### config.mk
export PLATFORM = sky130hd
export DESIGN_NAME = presence_decision_output
export DESIGN_NICKNAME = d
export VERILOG_FILES = /design/src/verilog/presence_pkg.sv /design/src/verilog/serial_byte_if.sv /design/src/verilog/serial_tx.sv /design/src/verilog/presence_decision_output.sv
export SDC_FILE = /design/constraint.sdc
export NUM_CORES = 1
export LEC_CHECK = 0
export BUFFER_PORTS_ARGS = -buffer_cell sky130_fd_sc_hd__buf_2
export CORE_ASPECT_RATIO = 1.4
export CORE_UTILIZATION = 40
export DETAILED_ROUTE_END_ITERATION = 6
export HOLD_SLACK_MARGIN = 0.1
export PLACE_DENSITY = 0.68
export SLEW_MARGIN = 20
export SYNTH_ARGS = -nofsm -noshare
export SYNTH_HDL_FRONTEND = slang
export SYNTH_HIERARCHICAL = 1
export SYNTH_SLANG_ARGS = --single-unit
### constraint.sdc
create_clock -name clk_sys_i -period 6.7 [get_ports clk_sys_i]
set_input_delay 0.335 -clock clk_sys_i [delete_from_list [all_inputs] [get_ports clk_sys_i]]
set_output_delay 0.335 -clock clk_sys_i [all_outputs]
set_load 0.03 [all_outputs]
### src/verilog/presence_pkg.sv
// Purpose: Shared constants for the presence decision and reporting block
// Assumes: 50 MHz system clock, plain register port with 8-bit byte addresses
// Notes:   All offsets are byte addresses of 32-bit words
package presence_pkg;
    localparam int unsigned CLK_HZ        = 50_000_000;
    localparam int unsigned BAUD_DEF      = 256_000;
    localparam int unsigned NGATE         = 9;
    localparam int unsigned GATE_MAX_LIM  = 8;
    localparam int unsigned GATE_MIN_LIM  = 1;
    localparam int unsigned GATE_STEP_MM  = 750;
    localparam int unsigned ENERGY_MAX    = 100;
    localparam int unsigned SEC_MS        = 1000;
    localparam int unsigned SEC_CYCLES    = CLK_HZ / 1000 * SEC_MS;
    localparam int unsigned PWR_WIN_MS    = 2500;
    localparam int unsigned PWR_WIN_CYC   = CLK_HZ / 1000 * PWR_WIN_MS;
    localparam int unsigned PWR_CNT_TRIG  = 6;
    localparam logic [7:0]  ADR_CTRL      = 8'h00;
    localparam logic [7:0]  ADR_MOVE_MAX  = 8'h04;
    localparam logic [7:0]  ADR_STAT_MAX  = 8'h08;
    localparam logic [7:0]  ADR_ABS_SEC   = 8'h0c;
    localparam logic [7:0]  ADR_STATUS    = 8'h10;
    localparam logic [7:0]  ADR_IRQ_STAT  = 8'h14;
    localparam logic [7:0]  ADR_IRQ_MASK  = 8'h18;
    localparam logic [7:0]  ADR_SENS_BASE = 8'h40;
    localparam int unsigned CTRL_REPORT   = 0;
    localparam int unsigned CTRL_ENG      = 1;
    localparam int unsigned CTRL_WL_ON    = 2;
    localparam int unsigned CTRL_WL_OFF   = 3;
    localparam int unsigned CTRL_DEFAULTS = 4;
    localparam logic [3:0]  DEF_GATE_MAX  = 4'h8;
    localparam logic [15:0] DEF_ABS_SEC   = 16'h0005;
    localparam logic [6:0]  DEF_SENS      = 7'h32;
    localparam int unsigned IRQ_ARRIVE    = 0;
    localparam int unsigned IRQ_LEAVE     = 1;
    localparam int unsigned IRQ_REPORT    = 2;
    localparam int unsigned IRQ_WL_BACK   = 3;
    localparam int unsigned NIRQ          = 4;
    localparam int unsigned BASE_BYTES    = 3;
    typedef enum logic [1:0] {
        TGT_NONE   = 2'h0,
        TGT_MOVING = 2'h1,
        TGT_STATIC = 2'h2
    } target_t;
endpackage

### src/verilog/serial_byte_if.sv
// Purpose: Byte handshake between report sequencer and serial transmitter
// Assumes: Single clock domain
// Notes:   Byte is taken when valid and ready are both high
`timescale 1ns/1ps
`default_nettype none
interface serial_byte_if;
    logic [7:0] data;
    logic       valid;
    logic       ready;
    modport src (output data, output valid, input ready);
    modport snk (input data, input valid, output ready);
endinterface
`default_nettype wire

### src/verilog/serial_tx.sv
// Purpose: Serial transmitter, 8N1, LSB first
// Assumes: Baud enable derived from the system clock
// Notes:   Divisor rounds to the nearest whole cycle
`timescale 1ns/1ps
`default_nettype none
module serial_tx #(
    parameter int unsigned BAUD = presence_pkg::BAUD_DEF
) (
    input  wire logic      clk_sys_i,
    input  wire logic      rst_n_i,
    serial_byte_if.snk     byte_in,
    output logic           tx_o
);
    import presence_pkg::*;
    localparam int unsigned DIV = (CLK_HZ + BAUD / 2) / BAUD;
    logic [15:0] div_r;
    logic [3:0]  bit_r;
    logic [9:0]  shf_r;
    logic        busy_r;
    logic        tick;

    assign tick          = (div_r == 16'(DIV - 1));
    assign byte_in.ready = ~busy_r;

    always_ff @(posedge clk_sys_i or negedge rst_n_i)
    begin
        if (!rst_n_i)
            div_r <= 16'h0000;
        else if (!busy_r || tick)
            div_r <= 16'h0000;
        else
            div_r <= div_r + 16'h0001;
    end

    // Start bit low, data LSB first, one stop bit, no parity
    always_ff @(posedge clk_sys_i or negedge rst_n_i)
    begin
        if (!rst_n_i)
        begin
            busy_r <= 1'b0;
            bit_r  <= 4'h0;
            shf_r  <= 10'h3ff;
            tx_o   <= 1'b1;
        end
        else if (!busy_r && byte_in.valid)
        begin
            busy_r <= 1'b1;
            bit_r  <= 4'h0;
            shf_r  <= {1'b1, byte_in.data, 1'b0};
            tx_o   <= 1'b0;
        end
        else if (busy_r && tick)
        begin
            if (bit_r == 4'h9)
                busy_r <= 1'b0;
            else
            begin
                bit_r <= bit_r + 4'h1;
                tx_o  <= shf_r[bit_r + 4'h1];
            end
        end
    end

    a_tx_idle_high: assert property (@(posedge clk_sys_i) disable iff (!rst_n_i)
        !busy_r |-> tx_o) else $error("line not idle high");
    a_tx_start_low: assert property (@(posedge clk_sys_i) disable iff (!rst_n_i)
        (byte_in.valid && byte_in.ready) |=> !tx_o [*8]) else $error("start bit too short");
endmodule // serial_tx
`default_nettype wire

### src/verilog/presence_decision_output.sv
// Purpose: Gate threshold decision, absence hold, presence pin and serial reporting
// Assumes: Per-gate energies arrive on the system clock with a one-cycle valid
// Notes:   Configuration storage has no reset so it survives reset like retained memory
//
// Implementation choices: the register addresses and the plain strobed port.
`timescale 1ns/1ps
`default_nettype none
module presence_decision_output #(
    parameter int unsigned SEC_CYC = presence_pkg::SEC_CYCLES,
    parameter int unsigned PWR_CYC = presence_pkg::PWR_WIN_CYC,
    parameter int unsigned BAUD    = presence_pkg::BAUD_DEF
) (
    input  wire logic                            clk_sys_i,
    input  wire logic                            rst_n_i,
    input  wire logic [7:0]                      addr_i,
    input  wire logic [31:0]                     wdata_i,
    input  wire logic                            wr_i,
    input  wire logic                            rd_i,
    output logic [31:0]                          rdata_o,
    input  wire logic [7*presence_pkg::NGATE-1:0] move_energy_i,
    input  wire logic [7*presence_pkg::NGATE-1:0] static_energy_i,
    input  wire logic                            energy_valid_i,
    input  wire logic                            power_on_i,
    output logic                                 presence_o,
    output logic                                 uart_tx_o,
    output logic                                 wireless_en_o,
    output logic                                 irq_o
);
    import presence_pkg::*;

    ////////////////////////////////////////////////////////////////////////
    logic [6:0]      sens_r [NGATE];
    logic [3:0]      move_max_r;
    logic [3:0]      stat_max_r;
    logic [15:0]     abs_sec_r;
    logic            report_r;
    logic            eng_r;
    logic [NIRQ-1:0] irq_stat_r;
    logic [NIRQ-1:0] irq_mask_r;
    logic [NIRQ-1:0] irq_ev;
    logic            cfg_ok;
    logic            cfg_wr;
    logic [3:0]      sens_idx;
    logic [3:0]      gmax_w;

    assign cfg_ok   = ~report_r;
    assign cfg_wr   = wr_i && cfg_ok;
    assign sens_idx = addr_i[5:2];
    assign gmax_w   = (wdata_i[3:0] < 4'(GATE_MIN_LIM)) ? 4'(GATE_MIN_LIM) :
                      (wdata_i[3:0] > 4'(GATE_MAX_LIM)) ? 4'(GATE_MAX_LIM) : wdata_i[3:0];

    // Retained storage: no reset, defaults restored only on command
    always_ff @(posedge clk_sys_i)
    begin
        if (wr_i && addr_i == ADR_CTRL && wdata_i[CTRL_DEFAULTS] && cfg_ok)
        begin
            move_max_r <= DEF_GATE_MAX;
            stat_max_r <= DEF_GATE_MAX;
            abs_sec_r  <= DEF_ABS_SEC;
            for (int g = 0; g < NGATE; g++)
                sens_r[g] <= DEF_SENS;
        end
        else if (cfg_wr)
        begin
            if (addr_i == ADR_MOVE_MAX)
                move_max_r <= gmax_w;
            if (addr_i == ADR_STAT_MAX)
                stat_max_r <= gmax_w;
            if (addr_i == ADR_ABS_SEC)
                abs_sec_r <= wdata_i[15:0];
            if (addr_i >= ADR_SENS_BASE && sens_idx < 4'(NGATE) && addr_i[7:6] == 2'h1)
                sens_r[sens_idx] <= (wdata_i[6:0] > 7'(ENERGY_MAX)) ? 7'(ENERGY_MAX) : wdata_i[6:0];
        end
    end

    always_ff @(posedge clk_sys_i or negedge rst_n_i)
    begin
        if (!rst_n_i)
        begin
            report_r <= 1'b0;
            eng_r    <= 1'b0;
        end
        else if (wr_i && addr_i == ADR_CTRL)
        begin
            report_r <= wdata_i[CTRL_REPORT];
            eng_r    <= wdata_i[CTRL_ENG];
        end
    end

    ////////////////////////////////////////////////////////////////////////
    // Gate decision: nearest hitting gate gives the distance
    logic       move_hit;
    logic       stat_hit;
    logic [3:0] move_gate;
    logic [3:0] stat_gate;

    always_comb
    begin
        move_hit  = 1'b0;
        stat_hit  = 1'b0;
        move_gate = 4'h0;
        stat_gate = 4'h0;
        for (int g = NGATE - 1; g >= 0; g--)
        begin
            if (4'(g) <= move_max_r && move_energy_i[7*g +: 7] > sens_r[g])
            begin
                move_hit  = 1'b1;
                move_gate = 4'(g);
            end
            if (4'(g) <= stat_max_r && static_energy_i[7*g +: 7] > sens_r[g])
            begin
                stat_hit  = 1'b1;
                stat_gate = 4'(g);
            end
        end
    end

    ////////////////////////////////////////////////////////////////////////
    // Absence hold in whole seconds; the second divider restarts on each hit, so the hold runs the full count
    logic [31:0] sec_div_r;
    logic        sec_tick;
    logic [15:0] hold_r;
    target_t     tgt_r;
    logic [3:0]  mdist_r;
    logic [3:0]  sdist_r;
    logic        detect;

    assign sec_tick = (sec_div_r == SEC_CYC - 1);
    assign detect   = energy_valid_i && (move_hit || stat_hit);

    always_ff @(posedge clk_sys_i or negedge rst_n_i)
    begin
        if (!rst_n_i)
            sec_div_r <= 32'h0000_0000;
        else if (sec_tick || detect)
            sec_div_r <= 32'h0000_0000;
        else
            sec_div_r <= sec_div_r + 32'h0000_0001;
    end

    always_ff @(posedge clk_sys_i or negedge rst_n_i)
    begin
        if (!rst_n_i)
        begin
            hold_r     <= 16'h0000;
            presence_o <= 1'b0;
            tgt_r      <= TGT_NONE;
            mdist_r    <= 4'h0;
            sdist_r    <= 4'h0;
        end
        else if (detect)
        begin
            hold_r     <= abs_sec_r;
            presence_o <= 1'b1;
            tgt_r      <= move_hit ? TGT_MOVING : TGT_STATIC;
            mdist_r    <= move_gate;
            sdist_r    <= stat_gate;
        end
        else if (presence_o && sec_tick)
        begin
            if (hold_r <= 16'h0001)
            begin
                hold_r     <= 16'h0000;
                presence_o <= 1'b0;
                tgt_r      <= TGT_NONE;
            end
            else
                hold_r <= hold_r - 16'h0001;
        end
    end

    ////////////////////////////////////////////////////////////////////////
    // Report sequencer: status, distances, then energies in engineering mode
    typedef enum logic [1:0] {
        RPT_IDLE = 2'b01,
        RPT_SEND = 2'b10
    } rpt_state_t;

    rpt_state_t    rpt_r;
    logic [4:0]    idx_r;
    logic [4:0]    last_r;
    logic [7*NGATE-1:0] me_r;
    logic [7*NGATE-1:0] se_r;
    logic          rpt_done;
    serial_byte_if sb ();

    always_comb
    begin
        sb.data = 8'h00;
        if (idx_r == 5'h0)
            sb.data = {6'h00, tgt_r};
        else if (idx_r == 5'h1)
            sb.data = {4'h0, mdist_r};
        else if (idx_r == 5'h2)
            sb.data = {4'h0, sdist_r};
        else if (idx_r < 5'(BASE_BYTES + NGATE))
            sb.data = {1'b0, me_r[7*(idx_r - 5'(BASE_BYTES)) +: 7]};
        else
            sb.data = {1'b0, se_r[7*(idx_r - 5'(BASE_BYTES + NGATE)) +: 7]};
    end

    assign sb.valid = (rpt_r == RPT_SEND);
    assign rpt_done = sb.valid && sb.ready && (idx_r == last_r);

    always_ff @(posedge clk_sys_i or negedge rst_n_i)
    begin
        if (!rst_n_i)
        begin
            rpt_r  <= RPT_IDLE;
            idx_r  <= 5'h0;
            last_r <= 5'h0;
            me_r   <= '0;
            se_r   <= '0;
        end
        else
        begin
            case (rpt_r)
                RPT_IDLE:
                    if (energy_valid_i && report_r)
                    begin
                        rpt_r  <= RPT_SEND;
                        idx_r  <= 5'h0;
                        last_r <= eng_r ? 5'(BASE_BYTES + 2 * NGATE - 1) : 5'(BASE_BYTES - 1);
                        me_r   <= move_energy_i;
                        se_r   <= static_energy_i;
                    end
                RPT_SEND:
                    if (rpt_done)
                        rpt_r <= RPT_IDLE;
                    else if (sb.ready)
                        idx_r <= idx_r + 5'h1;
                default:
                    rpt_r <= RPT_IDLE;
            endcase
        end
    end

    serial_tx #(.BAUD(BAUD)) u_tx (
        .clk_sys_i (clk_sys_i),
        .rst_n_i   (rst_n_i),
        .byte_in   (sb.snk),
        .tx_o      (uart_tx_o)
    );

    ////////////////////////////////////////////////////////////////////////
    // Power-on pulses pass three flops; window opens at the first edge
    logic [2:0]  pwr_sync_r;
    logic        pwr_lvl_r;
    logic [31:0] win_r;
    logic [2:0]  pcnt_r;
    logic        pwr_edge;
    logic        wl_back;

    assign pwr_edge = pwr_sync_r[2] && pwr_sync_r[1] && !pwr_lvl_r;
    assign wl_back  = pwr_edge && (pcnt_r == 3'(PWR_CNT_TRIG - 1)) && (win_r != 32'h0);

    always_ff @(posedge clk_sys_i or negedge rst_n_i)
    begin
        if (!rst_n_i)
        begin
            pwr_sync_r <= 3'h0;
            pwr_lvl_r  <= 1'b0;
        end
        else
        begin
            pwr_sync_r <= {pwr_sync_r[1:0], power_on_i};
            // A change counts only once the last two stages agree
            if (pwr_sync_r[2] == pwr_sync_r[1])
                pwr_lvl_r <= pwr_sync_r[2];
        end
    end

    always_ff @(posedge clk_sys_i or negedge rst_n_i)
    begin
        if (!rst_n_i)
        begin
            win_r  <= 32'h0000_0000;
            pcnt_r <= 3'h0;
        end
        else if (wl_back)
        begin
            win_r  <= 32'h0000_0000;
            pcnt_r <= 3'h0;
        end
        else if (pwr_edge)
        begin
            win_r  <= (win_r == 32'h0) ? PWR_CYC : win_r;
            pcnt_r <= (win_r == 32'h0) ? 3'h1 : pcnt_r + 3'h1;
        end
        else if (win_r != 32'h0)
        begin
            win_r  <= win_r - 32'h0000_0001;
            pcnt_r <= (win_r == 32'h1) ? 3'h0 : pcnt_r;
        end
    end

    always_ff @(posedge clk_sys_i or negedge rst_n_i)
    begin
        if (!rst_n_i)
            wireless_en_o <= 1'b1;
        else if (wl_back)
            wireless_en_o <= 1'b1;
        else if (wr_i && addr_i == ADR_CTRL && wdata_i[CTRL_WL_OFF])
            wireless_en_o <= 1'b0;
        else if (wr_i && addr_i == ADR_CTRL && wdata_i[CTRL_WL_ON])
            wireless_en_o <= 1'b1;
    end

    ////////////////////////////////////////////////////////////////////////
    // Sticky events; a new event beats a same-cycle clear
    always_comb
    begin
        irq_ev              = '0;
        irq_ev[IRQ_ARRIVE]  = detect && !presence_o;
        irq_ev[IRQ_LEAVE]   = presence_o && sec_tick && !detect && (hold_r <= 16'h0001);
        irq_ev[IRQ_REPORT]  = rpt_done;
        irq_ev[IRQ_WL_BACK] = wl_back;
    end

    always_ff @(posedge clk_sys_i or negedge rst_n_i)
    begin
        if (!rst_n_i)
        begin
            irq_stat_r <= '0;
            irq_mask_r <= '0;
            irq_o      <= 1'b0;
        end
        else
        begin
            irq_stat_r <= (irq_stat_r & ~((wr_i && addr_i == ADR_IRQ_STAT) ? wdata_i[NIRQ-1:0] : '0)) | irq_ev;
            if (wr_i && addr_i == ADR_IRQ_MASK)
                irq_mask_r <= wdata_i[NIRQ-1:0];
            irq_o <= |(irq_stat_r & irq_mask_r);
        end
    end

    ////////////////////////////////////////////////////////////////////////
    // Read port: parameters read as zero while reporting runs
    always_ff @(posedge clk_sys_i or negedge rst_n_i)
    begin
        if (!rst_n_i)
            rdata_o <= 32'h0000_0000;
        else if (rd_i)
        begin
            rdata_o <= 32'h0000_0000;
            case (addr_i)
                ADR_CTRL:     rdata_o <= {27'h0, 1'b0, 1'b0, wireless_en_o, eng_r, report_r};
                ADR_MOVE_MAX: rdata_o <= cfg_ok ? {28'h0, move_max_r} : 32'h0;
                ADR_STAT_MAX: rdata_o <= cfg_ok ? {28'h0, stat_max_r} : 32'h0;
                ADR_ABS_SEC:  rdata_o <= cfg_ok ? {16'h0, abs_sec_r} : 32'h0;
                ADR_STATUS:   rdata_o <= {16'h0, sdist_r, mdist_r, 5'h0, presence_o, tgt_r};
                ADR_IRQ_STAT: rdata_o <= {28'h0, irq_stat_r};
                ADR_IRQ_MASK: rdata_o <= {28'h0, irq_mask_r};
                default:
                    if (cfg_ok && addr_i[7:6] == 2'h1 && sens_idx < 4'(NGATE))
                        rdata_o <= {25'h0, sens_r[sens_idx]};
            endcase
        end
    end

    ////////////////////////////////////////////////////////////////////////
    a_pin_follows_hit: assert property (@(posedge clk_sys_i) disable iff (!rst_n_i)
        detect |=> presence_o) else $error("presence not raised on hit");
    a_pin_none_low: assert property (@(posedge clk_sys_i) disable iff (!rst_n_i)
        presence_o == (tgt_r != TGT_NONE)) else $error("pin and status disagree");
    a_gate_limit: assert property (@(posedge clk_sys_i) disable iff (!rst_n_i)
        detect |=> (mdist_r <= move_max_r || !$past(move_hit))) else $error("gate beyond limit");
    a_max_range: assert property (@(posedge clk_sys_i) disable iff (!rst_n_i)
        (cfg_wr && addr_i == ADR_MOVE_MAX) |=> (move_max_r >= 4'(GATE_MIN_LIM) && move_max_r <= 4'(GATE_MAX_LIM)))
        else $error("limit out of range");
    a_hold_keeps: assert property (@(posedge clk_sys_i) disable iff (!rst_n_i)
        (presence_o && hold_r > 16'h1 && !sec_tick) |=> presence_o) else $error("dropped early");
    a_cfg_locked: assert property (@(posedge clk_sys_i) disable iff (!rst_n_i)
        (report_r && wr_i && addr_i == ADR_ABS_SEC) |=> $stable(abs_sec_r)) else $error("write while reporting");
    a_rpt_length: assert property (@(posedge clk_sys_i) disable iff (!rst_n_i)
        rpt_done |-> idx_r == (eng_r ? 5'(BASE_BYTES + 2 * NGATE - 1) : 5'(BASE_BYTES - 1)))
        else $error("report length wrong");
    a_wl_back: assert property (@(posedge clk_sys_i) disable iff (!rst_n_i)
        wl_back |=> wireless_en_o) else $error("wireless not re-enabled");
    a_irq_level: assert property (@(posedge clk_sys_i) disable iff (!rst_n_i)
        |(irq_stat_r & irq_mask_r) |=> irq_o) else $error("irq not raised");
    c_arrive: cover property (@(posedge clk_sys_i) disable iff (!rst_n_i) $rose(presence_o));
    c_leave: cover property (@(posedge clk_sys_i) disable iff (!rst_n_i) $fell(presence_o));
    c_eng_rpt: cover property (@(posedge clk_sys_i) disable iff (!rst_n_i) rpt_done && eng_r);
    c_wl_back: cover property (@(posedge clk_sys_i) disable iff (!rst_n_i) wl_back);
endmodule // presence_decision_output
`default_nettype wire

==> flow_summary.html, run 1 <==
<table>
<tr><th>Metric</th><th>Value</th></tr>
<tr><th colspan="2">Status</th></tr>
<tr><td>Run status</td><td>complete, no violations</td></tr>
<tr><th colspan="2">Floorplanning</th></tr>
<tr><td>I/O pin count</td><td>208</td></tr>
<tr><td>Chip Height</td><td>~320 um</td></tr>
<tr><td>Row count</td><td>approximately 120</td></tr>
<tr><td>Die X</td><td>228.2 um</td></tr>
<tr><td>DIE AREA</td><td>0.07274 mm^2</td></tr>
<tr><td>Initial Utilization</td><td>40.65%</td></tr>
<tr><td>Core Footprint</td><td>0.07051 mm^2</td></tr>
<tr><th colspan="2">Global routing</th></tr>
<tr><td>Antenna violations before repair</td><td>13</td></tr>
<tr><td>Global route total overflow</td><td>0</td></tr>
<tr><td>Global Route Usage Sum</td><td>25.59%</td></tr>
<tr><td>Maximum number of pins on one net before global-route repair</td><td>121</td></tr>
<tr><td>Vias in the first global route</td><td>23880</td></tr>
<tr><td>Global-route wire length before repair</td><td>142400 um</td></tr>
<tr><th colspan="2">Layout</th></tr>
<tr><td>Number of nets in the layout</td><td>between 3000 and 4000</td></tr>
<tr><td>Area used by sequential logic in the layout</td><td>0.01117 mm^2</td></tr>
<tr><td>Count of fill cells added during filler insertion</td><td>6624</td></tr>
<tr><td>Post-route cell area</td><td>0.03352 mm^2</td></tr>
<tr><td>Layout cell share with drive strength beyond 1</td><td>16.62%</td></tr>
<tr><td>Post-Route Utilization</td><td>a little under half</td></tr>
<tr><td>Fin cells</td><td>4174</td></tr>
<tr><td>Area added between synthesis and finish</td><td>16.96%</td></tr>
<tr><td>Area used by multi-input combinational logic</td><td>0.01643 mm^2</td></tr>
<tr><th colspan="2">Routing</th></tr>
<tr><td>Detailed-route wire length per cell</td><td>22.44 um</td></tr>
<tr><td>Number of remaining DRC errors</td><td>0</td></tr>
<tr><td>Total number of vias</td><td>24380</td></tr>
<tr><td>DRC marker count from the first detailed-route iteration</td><td>2134</td></tr>
<tr><td>Detailed Routing Iterations Pass 1</td><td>5</td></tr>
<tr><td>Total wire length</td><td>93680 um</td></tr>
<tr><td>Routed via count divided by cell count</td><td>5.841</td></tr>
<tr><td>Final ANT Viol Nets</td><td>0</td></tr>
<tr><th colspan="2">Synth</th></tr>
<tr><td>Number of synthesized flops with an enable pin</td><td>112</td></tr>
<tr><td>Seq/Total Area, Yosys</td><td>38.96%</td></tr>
<tr><td>Share of async-settable or async-resettable flops after synthesis</td><td>68.22%</td></tr>
<tr><td>Number of register bits inferred by synthesis</td><td>between 400 and 500</td></tr>
<tr><td>Number of standard cells after synthesis</td><td>2908</td></tr>
<tr><td>Post-synthesis instance area</td><td>0.02866 mm^2</td></tr>
<tr><td>Average instance area after synthesis</td><td>9.856 um^2</td></tr>
<tr><td>Number of distinct standard cells referenced by the synthesized netlist</td><td>89</td></tr>
<tr><td>Syn. warnings</td><td>6</td></tr>
<tr><td>Leading register cell type out of synthesis</td><td>dfrtp_1</td></tr>
<tr><th colspan="2">Timing</th></tr>
<tr><td>Total of endpoints with negative setup slack in the final report</td><td>0</td></tr>
<tr><td>Final-report max-slew violation count</td><td>0</td></tr>
<tr><td>Skew final</td><td>0.02590 ns</td></tr>
<tr><td>Clock period minus worst slack</td><td>approximately 5.3 ns</td></tr>
<tr><td>Hold_ws</td><td>0.1078 ns</td></tr>
<tr><td>Slew at the pin closest to its max-slew limit</td><td>1.051 ns</td></tr>
<tr><td>Total count of hold-check failures in the final report</td><td>0</td></tr>
<tr><td>Worst slew margin</td><td>29.77%</td></tr>
<tr><td>Setup repair after global routing missed its margin</td><td>false</td></tr>
<tr><td>Tcrit/Tclk final</td><td>78.87%</td></tr>
<tr><td>Maximum frequency from static timing analysis</td><td>0.1892 GHz</td></tr>
<tr><td>Setup TNS</td><td>0 ns</td></tr>
<tr><th colspan="2">Place</th></tr>
<tr><td>DP Cell Count</td><td>3946</td></tr>
<tr><td>Placer's final routability congestion estimate</td><td>0.9731</td></tr>
<tr><td>Total cell area at the placement stage</td><td>slightly above 0.03 mm^2</td></tr>
<tr><td>Detail Placement HPWL</td><td>71130 um</td></tr>
<tr><td>Total of buffers placed on input and output ports</td><td>175</td></tr>
<tr><th colspan="2">Clock tree</th></tr>
<tr><td>Clock-pin slew reported for the worst setup and hold paths after clock tree synthesis</td><td>0.06 ns</td></tr>
<tr><td>Clock network latency to the later pin of the worst-skew pair</td><td>0.60 ns</td></tr>
<tr><td>Hold buffer count at CTS</td><td>136</td></tr>
<tr><td>Cells resized by post-CTS repair</td><td>0</td></tr>
<tr><td>Clock buffer depth</td><td>3</td></tr>
<tr><td>Clock tree from TritonCTS</td><td>built</td></tr>
<tr><td>H-Tree Level Count</td><td>2</td></tr>
<tr><td>CTS buffer count</td><td>46</td></tr>
<tr><td>Clock Sink Count</td><td>between 400 and 500</td></tr>
<tr><td>Count of buffers added by post-CTS timing repair for setup</td><td>0</td></tr>
<tr><td>Clock root buffer master</td><td>clkbuf_16</td></tr>
<tr><th colspan="2">Worst setup path</th></tr>
<tr><td>Top fanout value on the critical path</td><td>34</td></tr>
<tr><td>Arrival time of data at the critical path endpoint</td><td>approximately 6 ns</td></tr>
<tr><td>Crit path capture type</td><td>register</td></tr>
<tr><td>Setup crit start kind</td><td>register</td></tr>
<tr><td>Endpoint required time on the critical path</td><td>7.24 ns</td></tr>
<tr><td>Critical setup path kind</td><td>reg -&gt; reg</td></tr>
<tr><th colspan="2">Power</th></tr>
<tr><td>Leakage power</td><td>14.87 nW</td></tr>
<tr><td>Maximum vdd ir drop</td><td>0.2258 mV</td></tr>
<tr><td>Power per Cell Area</td><td>199.5 mW/mm^2</td></tr>
<tr><th colspan="2">Job</th></tr>
<tr><td>Max-cap check violation count</td><td>0</td></tr>
<tr><th colspan="2">Hold path</th></tr>
<tr><td>Hold Crit Class</td><td>in -&gt; reg</td></tr>
</table>
-- layout by cell type (no fill, tap or decap), drive strengths merged, types with 27 or more instances in the layout --
cell         Yosys  routed
o21a            39      39
inv            159     161
mux2            37      37
mux2i           44      44
nor3            57      57
xnor2           34      34
nand4           35      35
nand3           89      89
a21oi          106     106
xor2            36      36
o21ai          103     103
dlygate4sd3      0     136
o31ai           30      30
o22ai           27      27
buf             56     206
nand2          585     585
nor2b           37      37
a21o            31      31
ha             171     171
clkbuf         113      58
edfxtp         112     112
nor2           208     208
mux4           178     178
conb             1      66
dfrtp          280     280
-- state kept, by name, summed over array words and instances (netlist names), 5 cells and up --
signal / flops
sec_div_r: 32
idx_r: 5
hold_r: 16
sens_r: 112
rdata_o: 16
win_r: 32
u_tx/div_r: 16
abs_sec_r: 16
u_tx/shf_r: 9
se_r: 63
me_r: 63
-- routing by layer --
layer	global-route usage, %	part of all wire (%)	vias up
met3	4.710	6.8	323
met1	28.45	36	11910
met2	44.67	50	1050
met5	0.7314	0.16	-
li1	-	-	11080
met4	16.63	7.6	16
-- where the power goes --
part	leakage [nW]	total (mW)	switching, mW	internal [mW]
logic	8.91	0.954	0.577	0.377
clock network	0.796	2.75	1.13	1.62
registers	5.16	2.98	0.152	2.83
-- area by class of cell --
cell class                      count  share of cell area, %
Multi-Input combinational cell   2215                  49.03
Sequential cell                   428                  33.32
Timing Repair Buffer              342                  7.436
Clock buffer                       58                  3.778
Tap cell                          936                  3.494
Inverter                          161                  1.803
Clock inverter                     28                  1.097
Antenna cell                        6                0.04479
-- cell usage after synthesis (all sizes together), types with 6 or more instances --
| library cell | instances | area share (%) |
|---|---|---|
| nand2 | 585 | 7.7 |
| dfrtp | 280 | 24 |
| nor2 | 208 | 2.8 |
| mux4 | 178 | 14 |
| ha | 171 | 7.5 |
| inv | 159 | 2.1 |
| clkbuf | 113 | 1.5 |
| edfxtp | 112 | 12 |
| a21oi | 106 | 1.9 |
| o21ai | 103 | 1.8 |
| nand3 | 89 | 1.6 |
| nor3 | 57 | 1.0 |
| buf | 56 | 1.1 |
| mux2i | 44 | 1.5 |
| o21a | 39 | 1.0 |
| mux2 | 37 | 1.5 |
| nor2b | 37 | 0.81 |
| xor2 | 36 | 1.1 |
| nand4 | 35 | 0.79 |
| xnor2 | 34 | 1.0 |
| a21o | 31 | 0.81 |
| o31ai | 30 | 0.79 |
| o22ai | 27 | 0.59 |
| a22oi | 24 | 0.63 |
| dfxtp | 24 | 1.7 |
| nor4 | 24 | 0.59 |
| and3 | 23 | 0.50 |
| nand2b | 23 | 0.50 |
| o211ai | 20 | 0.52 |
| a211oi | 19 | 0.50 |
| a31oi | 19 | 0.41 |
| or4 | 17 | 0.46 |
| or3 | 16 | 0.35 |
| dfstp | 12 | 1.1 |
| a221oi | 10 | 0.31 |
| a211o | 6 | 0.18 |
| a311oi | 6 | 0.18 |
| and2 | 6 | 0.13 |
| and4 | 6 | 0.18 |
| fa | 6 | 0.42 |
-- through the flow --
stage               total power, mW  worst slack (ns)
floorplan                     3.562            0.1895
global placement              3.874             1.458
detailed placement            3.895             1.434
CTS                           6.715             1.396
global route                  6.963             1.020
finish                        6.688             1.415
-- kinds of logic after synthesis --
family / Yosys count / share of synthesized area, %
adder cells (fa/ha/maj): 177 / 7.884
buffers and inverters: 330 / 4.728
multiplexers: 259 / 16.98
flip-flops: 428 / 38.96
other: 1 / 0.01308
XOR/XNOR: 71 / 2.218
AO/OA/AOI/OAI: 493 / 11.23
AND/OR/NAND/NOR: 1149 / 17.99
-- path summary, 6_finish.rpt --
check / startpoint / end / slack, ns / depth (start not counted)
min: move_energy_i[49] / me_r[49]$_DFFE_PN0P_ / 0.11 / 3
max: idx_r[0]$_DFFE_PN0P_ / u_tx/shf_r[3]$_DFFE_PN1P_ / 1.42 / 14
min reg2reg: pwr_sync_r[0]$_DFF_PN0_ / pwr_sync_r[1]$_DFF_PN0_ / 0.35 / 0
max reg2reg: idx_r[0]$_DFFE_PN0P_ / u_tx/shf_r[3]$_DFFE_PN1P_ / 1.42 / 14
min in group asynchronous: rst_n_i / pwr_sync_r[2]$_DFF_PN0_ / 0.38 / 2
max in group asynchronous: rst_n_i / u_tx/div_r[8]$_DFF_PN0_ / 4.85 / 3
-- worst max-delay path, cell delays in order (launching register included) --
cell and delay, ns:
dfrtp_4 0.74, inv_1 0.27, ha_4 0.60, ha_1 0.30, inv_1 0.08, fa_1 0.47, fa_1 0.51, inv_1 0.67
nand2_1 0.26, or3_1 0.40, o31ai_1 0.32, a2111oi_0 0.12, o31ai_1 0.29, nand2_1 0.08, nand2_1 0.08
No activity file was read; power rests on OpenSTA's default activity.
==> run 2, diff against run 1 <==
- clock period: 6.7 -> 4.3 ns (I/O delays scaled with it)
==> run 2 against run 1 <==
Compared with the run above: sequential share of layout area shrank 1.1 points; largest power group unchanged; sequential power grew 56%; critical path depth grew 6; final cell count grew 2.3%; maximum frequency grew 27%; clock-buffer cell count grew 10; cell area grew 3.5%; sequential cell count is the same.
==> flow_summary.html, run 2 (same netlist as run 1, synthesis figures left out) <==
<table>
<tr><th>Metric</th><th>Value</th></tr>
<tr><th colspan="2">Status</th></tr>
<tr><td>Run status</td><td>complete, no violations</td></tr>
<tr><th colspan="2">Worst setup path</th></tr>
<tr><td>Setup crit start kind</td><td>register</td></tr>
<tr><td>Crit path capture type</td><td>register</td></tr>
<tr><td>CP bufs+invs</td><td>3</td></tr>
<tr><td>Critical path origin</td><td>idx_r[2]$_DFFE_PN0P_</td></tr>
<tr><td>Endpoint of the lowest-slack register-to-register path</td><td>u_tx/shf_r[7]$_DFFE_PN1P_</td></tr>
<tr><td>Slowest Stage Delay on Critical Path</td><td>0.50 ns</td></tr>
<tr><td>Reg-to-reg setup timing slack</td><td>0.14 ns</td></tr>
<tr><td>CP delay by family, top</td><td>compound AO/OA/AOI/OAI gates</td></tr>
<tr><td>Cell with the largest stage delay on the worst path</td><td>fa_1</td></tr>
<tr><td>Top fanout value on the critical path</td><td>4</td></tr>
<tr><td>Critical setup path kind</td><td>reg -&gt; reg</td></tr>
<tr><td>Endpoint required time on the critical path</td><td>between 4 and 5 ns</td></tr>
<tr><td>CP Cell Sequence</td><td>inv_2 -&gt; ha_4 -&gt; a21o_1 -&gt; nand2b_4 -&gt; nand2_4 -&gt; ha_4 -&gt; inv_2 -&gt; fa_1 -&gt; inv_2 -&gt; ha_4 -&gt; a211o_1 -&gt; o211ai_1 -&gt; a21o_1 -&gt; nor3_4 -&gt; o41ai_2 -&gt; or4b_4 -&gt; a211oi_2 -&gt; o21a_1 -&gt; nand2_1 -&gt; nand2_1</td></tr>
<tr><td>Worst reg-to-reg path cell count</td><td>20</td></tr>
<tr><td>Critical register-to-register path startpoint</td><td>idx_r[2]$_DFFE_PN0P_</td></tr>
<tr><td>Arrival time of data at the critical path endpoint</td><td>4.70 ns</td></tr>
<tr><th colspan="2">Hold path</th></tr>
<tr><td>Start point of the worst min-delay path</td><td>addr_i[5]</td></tr>
<tr><td>Destination of the worst hold path</td><td>sens_r[8][1]$_SDFFCE_PN1P_</td></tr>
<tr><td>Number of stages on the worst hold path</td><td>3</td></tr>
<tr><td>Hold Crit Class</td><td>in -&gt; reg</td></tr>
<tr><th colspan="2">Place</th></tr>
<tr><td>Placer's final routability congestion estimate</td><td>1.013</td></tr>
<tr><td>Total of buffers placed on input and output ports</td><td>175</td></tr>
<tr><td>Detail Placement HPWL</td><td>74010 um</td></tr>
<tr><th colspan="2">Routing</th></tr>
<tr><td>Detailed Routing Iterations Pass 1</td><td>6</td></tr>
<tr><td>DRC marker count from the first detailed-route iteration</td><td>around 2100</td></tr>
<tr><td>Number of remaining DRC errors</td><td>0</td></tr>
<tr><td>Detailed-route wire length per cell</td><td>22.67 um</td></tr>
<tr><td>Routed via count divided by cell count</td><td>5.773</td></tr>
<tr><td>Total wire length</td><td>96800 um</td></tr>
<tr><td>Total number of vias</td><td>between 20000 and 25000</td></tr>
<tr><td>Final ANT Viol Nets</td><td>0</td></tr>
<tr><th colspan="2">Power</th></tr>
<tr><td>Total power draw</td><td>about 10 mW</td></tr>
<tr><td>Power per Cell Area</td><td>approximately 300 mW/mm^2</td></tr>
<tr><td>Maximum vdd ir drop</td><td>0.3176 mV</td></tr>
<tr><td>Leakage power</td><td>15.39 nW</td></tr>
<tr><th colspan="2">Floorplanning</th></tr>
<tr><td>I/O pin count</td><td>208</td></tr>
<tr><td>Row count</td><td>115</td></tr>
<tr><td>Chip Height</td><td>318.7 um</td></tr>
<tr><td>Die X</td><td>228.2 um</td></tr>
<tr><td>Initial Utilization</td><td>just over 40%</td></tr>
<tr><td>Core Footprint</td><td>0.07051 mm^2</td></tr>
<tr><td>DIE AREA</td><td>0.07274 mm^2</td></tr>
<tr><th colspan="2">Clock tree</th></tr>
<tr><td>Clock buffer depth</td><td>3</td></tr>
<tr><td>Clock-pin slew reported for the worst setup and hold paths after clock tree synthesis</td><td>0.06 ns</td></tr>
<tr><td>H-Tree Level Count</td><td>2</td></tr>
<tr><td>Clock Sink Count</td><td>428</td></tr>
<tr><td>CTS buffer count</td><td>47</td></tr>
<tr><td>Clock tree from TritonCTS</td><td>built</td></tr>
<tr><td>Clock network latency to the later pin of the worst-skew pair</td><td>~0.64 ns</td></tr>
<tr><td>Clock root buffer master</td><td>clkbuf_16</td></tr>
<tr><th colspan="2">Layout</th></tr>
<tr><td>Largest regs</td><td>sens_r (112), me_r (63), se_r (63)</td></tr>
<tr><td>Layout cell share with drive strength beyond 1</td><td>between 20 and 25%</td></tr>
<tr><td>Most frequent cells in the layout</td><td>nand2_1 (581), dfrtp_1 (278), nor2_1 (206)</td></tr>
<tr><td>Register with the most flip-flops</td><td>sens_r</td></tr>
<tr><td>Number of nets in the layout</td><td>roughly 3600</td></tr>
<tr><td>Area added between synthesis and finish</td><td>21.06%</td></tr>
<tr><td>Flip-flop count of the largest register after layout</td><td>112</td></tr>
<tr><td>Commonest non-fill, non-tap cell in the layout</td><td>nand2_1</td></tr>
<tr><th colspan="2">Global routing</th></tr>
<tr><td>Global Route Usage Sum</td><td>26.68%</td></tr>
<tr><td>Vias in the first global route</td><td>24660</td></tr>
<tr><td>Global route total overflow</td><td>0</td></tr>
<tr><td>Maximum number of pins on one net before global-route repair</td><td>145</td></tr>
<tr><td>Global-route wire length before repair</td><td>approximately 150000 um</td></tr>
<tr><td>Antenna violations before repair</td><td>7</td></tr>
<tr><th colspan="2">Job</th></tr>
<tr><td>Max-cap check violation count</td><td>0</td></tr>
<tr><th colspan="2">Timing</th></tr>
<tr><td>Total of endpoints with negative setup slack in the final report</td><td>0</td></tr>
<tr><td>Worst slew margin</td><td>between 20% and 30%</td></tr>
<tr><td>Clock period minus worst slack</td><td>4.158 ns</td></tr>
<tr><td>Hold_ws</td><td>0.1875 ns</td></tr>
<tr><td>Setup repair after global routing missed its margin</td><td>true</td></tr>
<tr><td>Total count of hold-check failures in the final report</td><td>0</td></tr>
<tr><td>Slew at the pin closest to its max-slew limit</td><td>1.148 ns</td></tr>
<tr><td>Maximum frequency from static timing analysis</td><td>0.2405 GHz</td></tr>
<tr><td>Tcrit/Tclk final</td><td>approximately 97%</td></tr>
<tr><td>Final-report max-slew violation count</td><td>0</td></tr>
<tr><td>Skew final</td><td>0.03543 ns</td></tr>
</table>
[run 2: cell count changes in the layout (fill, tap and decap cells not counted), moves of 5 or more]
cell,previous run,this run
ha_4,1,8
a21oi_1,106,101
buf_12,1,7
inv_1,158,152
a21oi_2,0,5
clkbuf_8,7,12
ha_1,170,161
dlygate4sd3_1,136,147
buf_4,30,107
[run 2: report_power, final]
part           switching, mW  internal (mW)
Clock                   1.78           2.52
Combinational          0.911          0.606
Sequential             0.233           4.41
Total                   2.92           7.54
[run 2: final cells by class]
class / instances / area (um^2)
Fill cell: 6517 / 35810
Sequential cell: 428 / 11170
Clock buffer: 68 / 1396
Multi-Input combinational cell: 2215 / 16750
Antenna cell: 3 / 7.507
Tap cell: 936 / 1171
Clock inverter: 20 / 261.5
Inverter: 161 / 611.8
Timing Repair Buffer: 438 / 3327
[run 2: per-layer routing]
metal  up-vias  GRT usage [%]  wire [um]
li1      11240              -          -
met1     12060          28.80      33930
met2      1002          46.96      48700
met3       334          4.817       6291
met4        10          18.99       7825
met5         -              0         52
[run 2: metrics by stage]
stage	util (%)	TNS (ns)	instance area (um^2)	std cells	setup WS (ns)
2_1_floorplan	-	-1.914	29120	2973	-0.3530
3_3_place_gp	44.26	0	31210	4020	0.04558
3_5_place_dp	44.26	0	31210	4020	0.01781
4_1_cts	48.71	0	34350	4255	0.004043
5_1_grt	49.20	-0.06423	34690	4267	-0.04835
6_report	49.21	0	34700	4269	0.1418
[run 2: repair_timing]
action	CTS	global route
endpoints found under the hold margin	291	0
resized for setup	2	52
endpoints found under the setup margin	1	7
setup buffers	0	11
hold buffers	147	0
pin swaps	0	20
[run 2: worst max-delay path by stage]
stage	end	slack, ns	cells past startpoint
global placement	u_tx/shf_r[7]$_DFFE_PN1P_	0.05	17
global route	u_tx/shf_r[7]$_DFFE_PN1P_	-0.05	20
detailed placement	u_tx/shf_r[3]$_DFFE_PN1P_	0.02	19
CTS	u_tx/shf_r[5]$_DFFE_PN1P_	0.004	19
floorplan	u_tx/shf_r[2]$_DFFE_PN1P_	-0.35	27
finish	u_tx/shf_r[7]$_DFFE_PN1P_	0.14	20
[run 2: worst register-to-register path, delay by kind of cell (launching register included)]
| kind | cells | cell delay, ns |
|---|---|---|
| DFF | 1 | 0.39 |
| AOI/OAI and AO/OA | 7 | 1.51 |
| and+or+nand+nor | 6 | 0.93 |
| buffers and inverters | 3 | 0.21 |
| adders and majority gates | 4 | 1.06 |
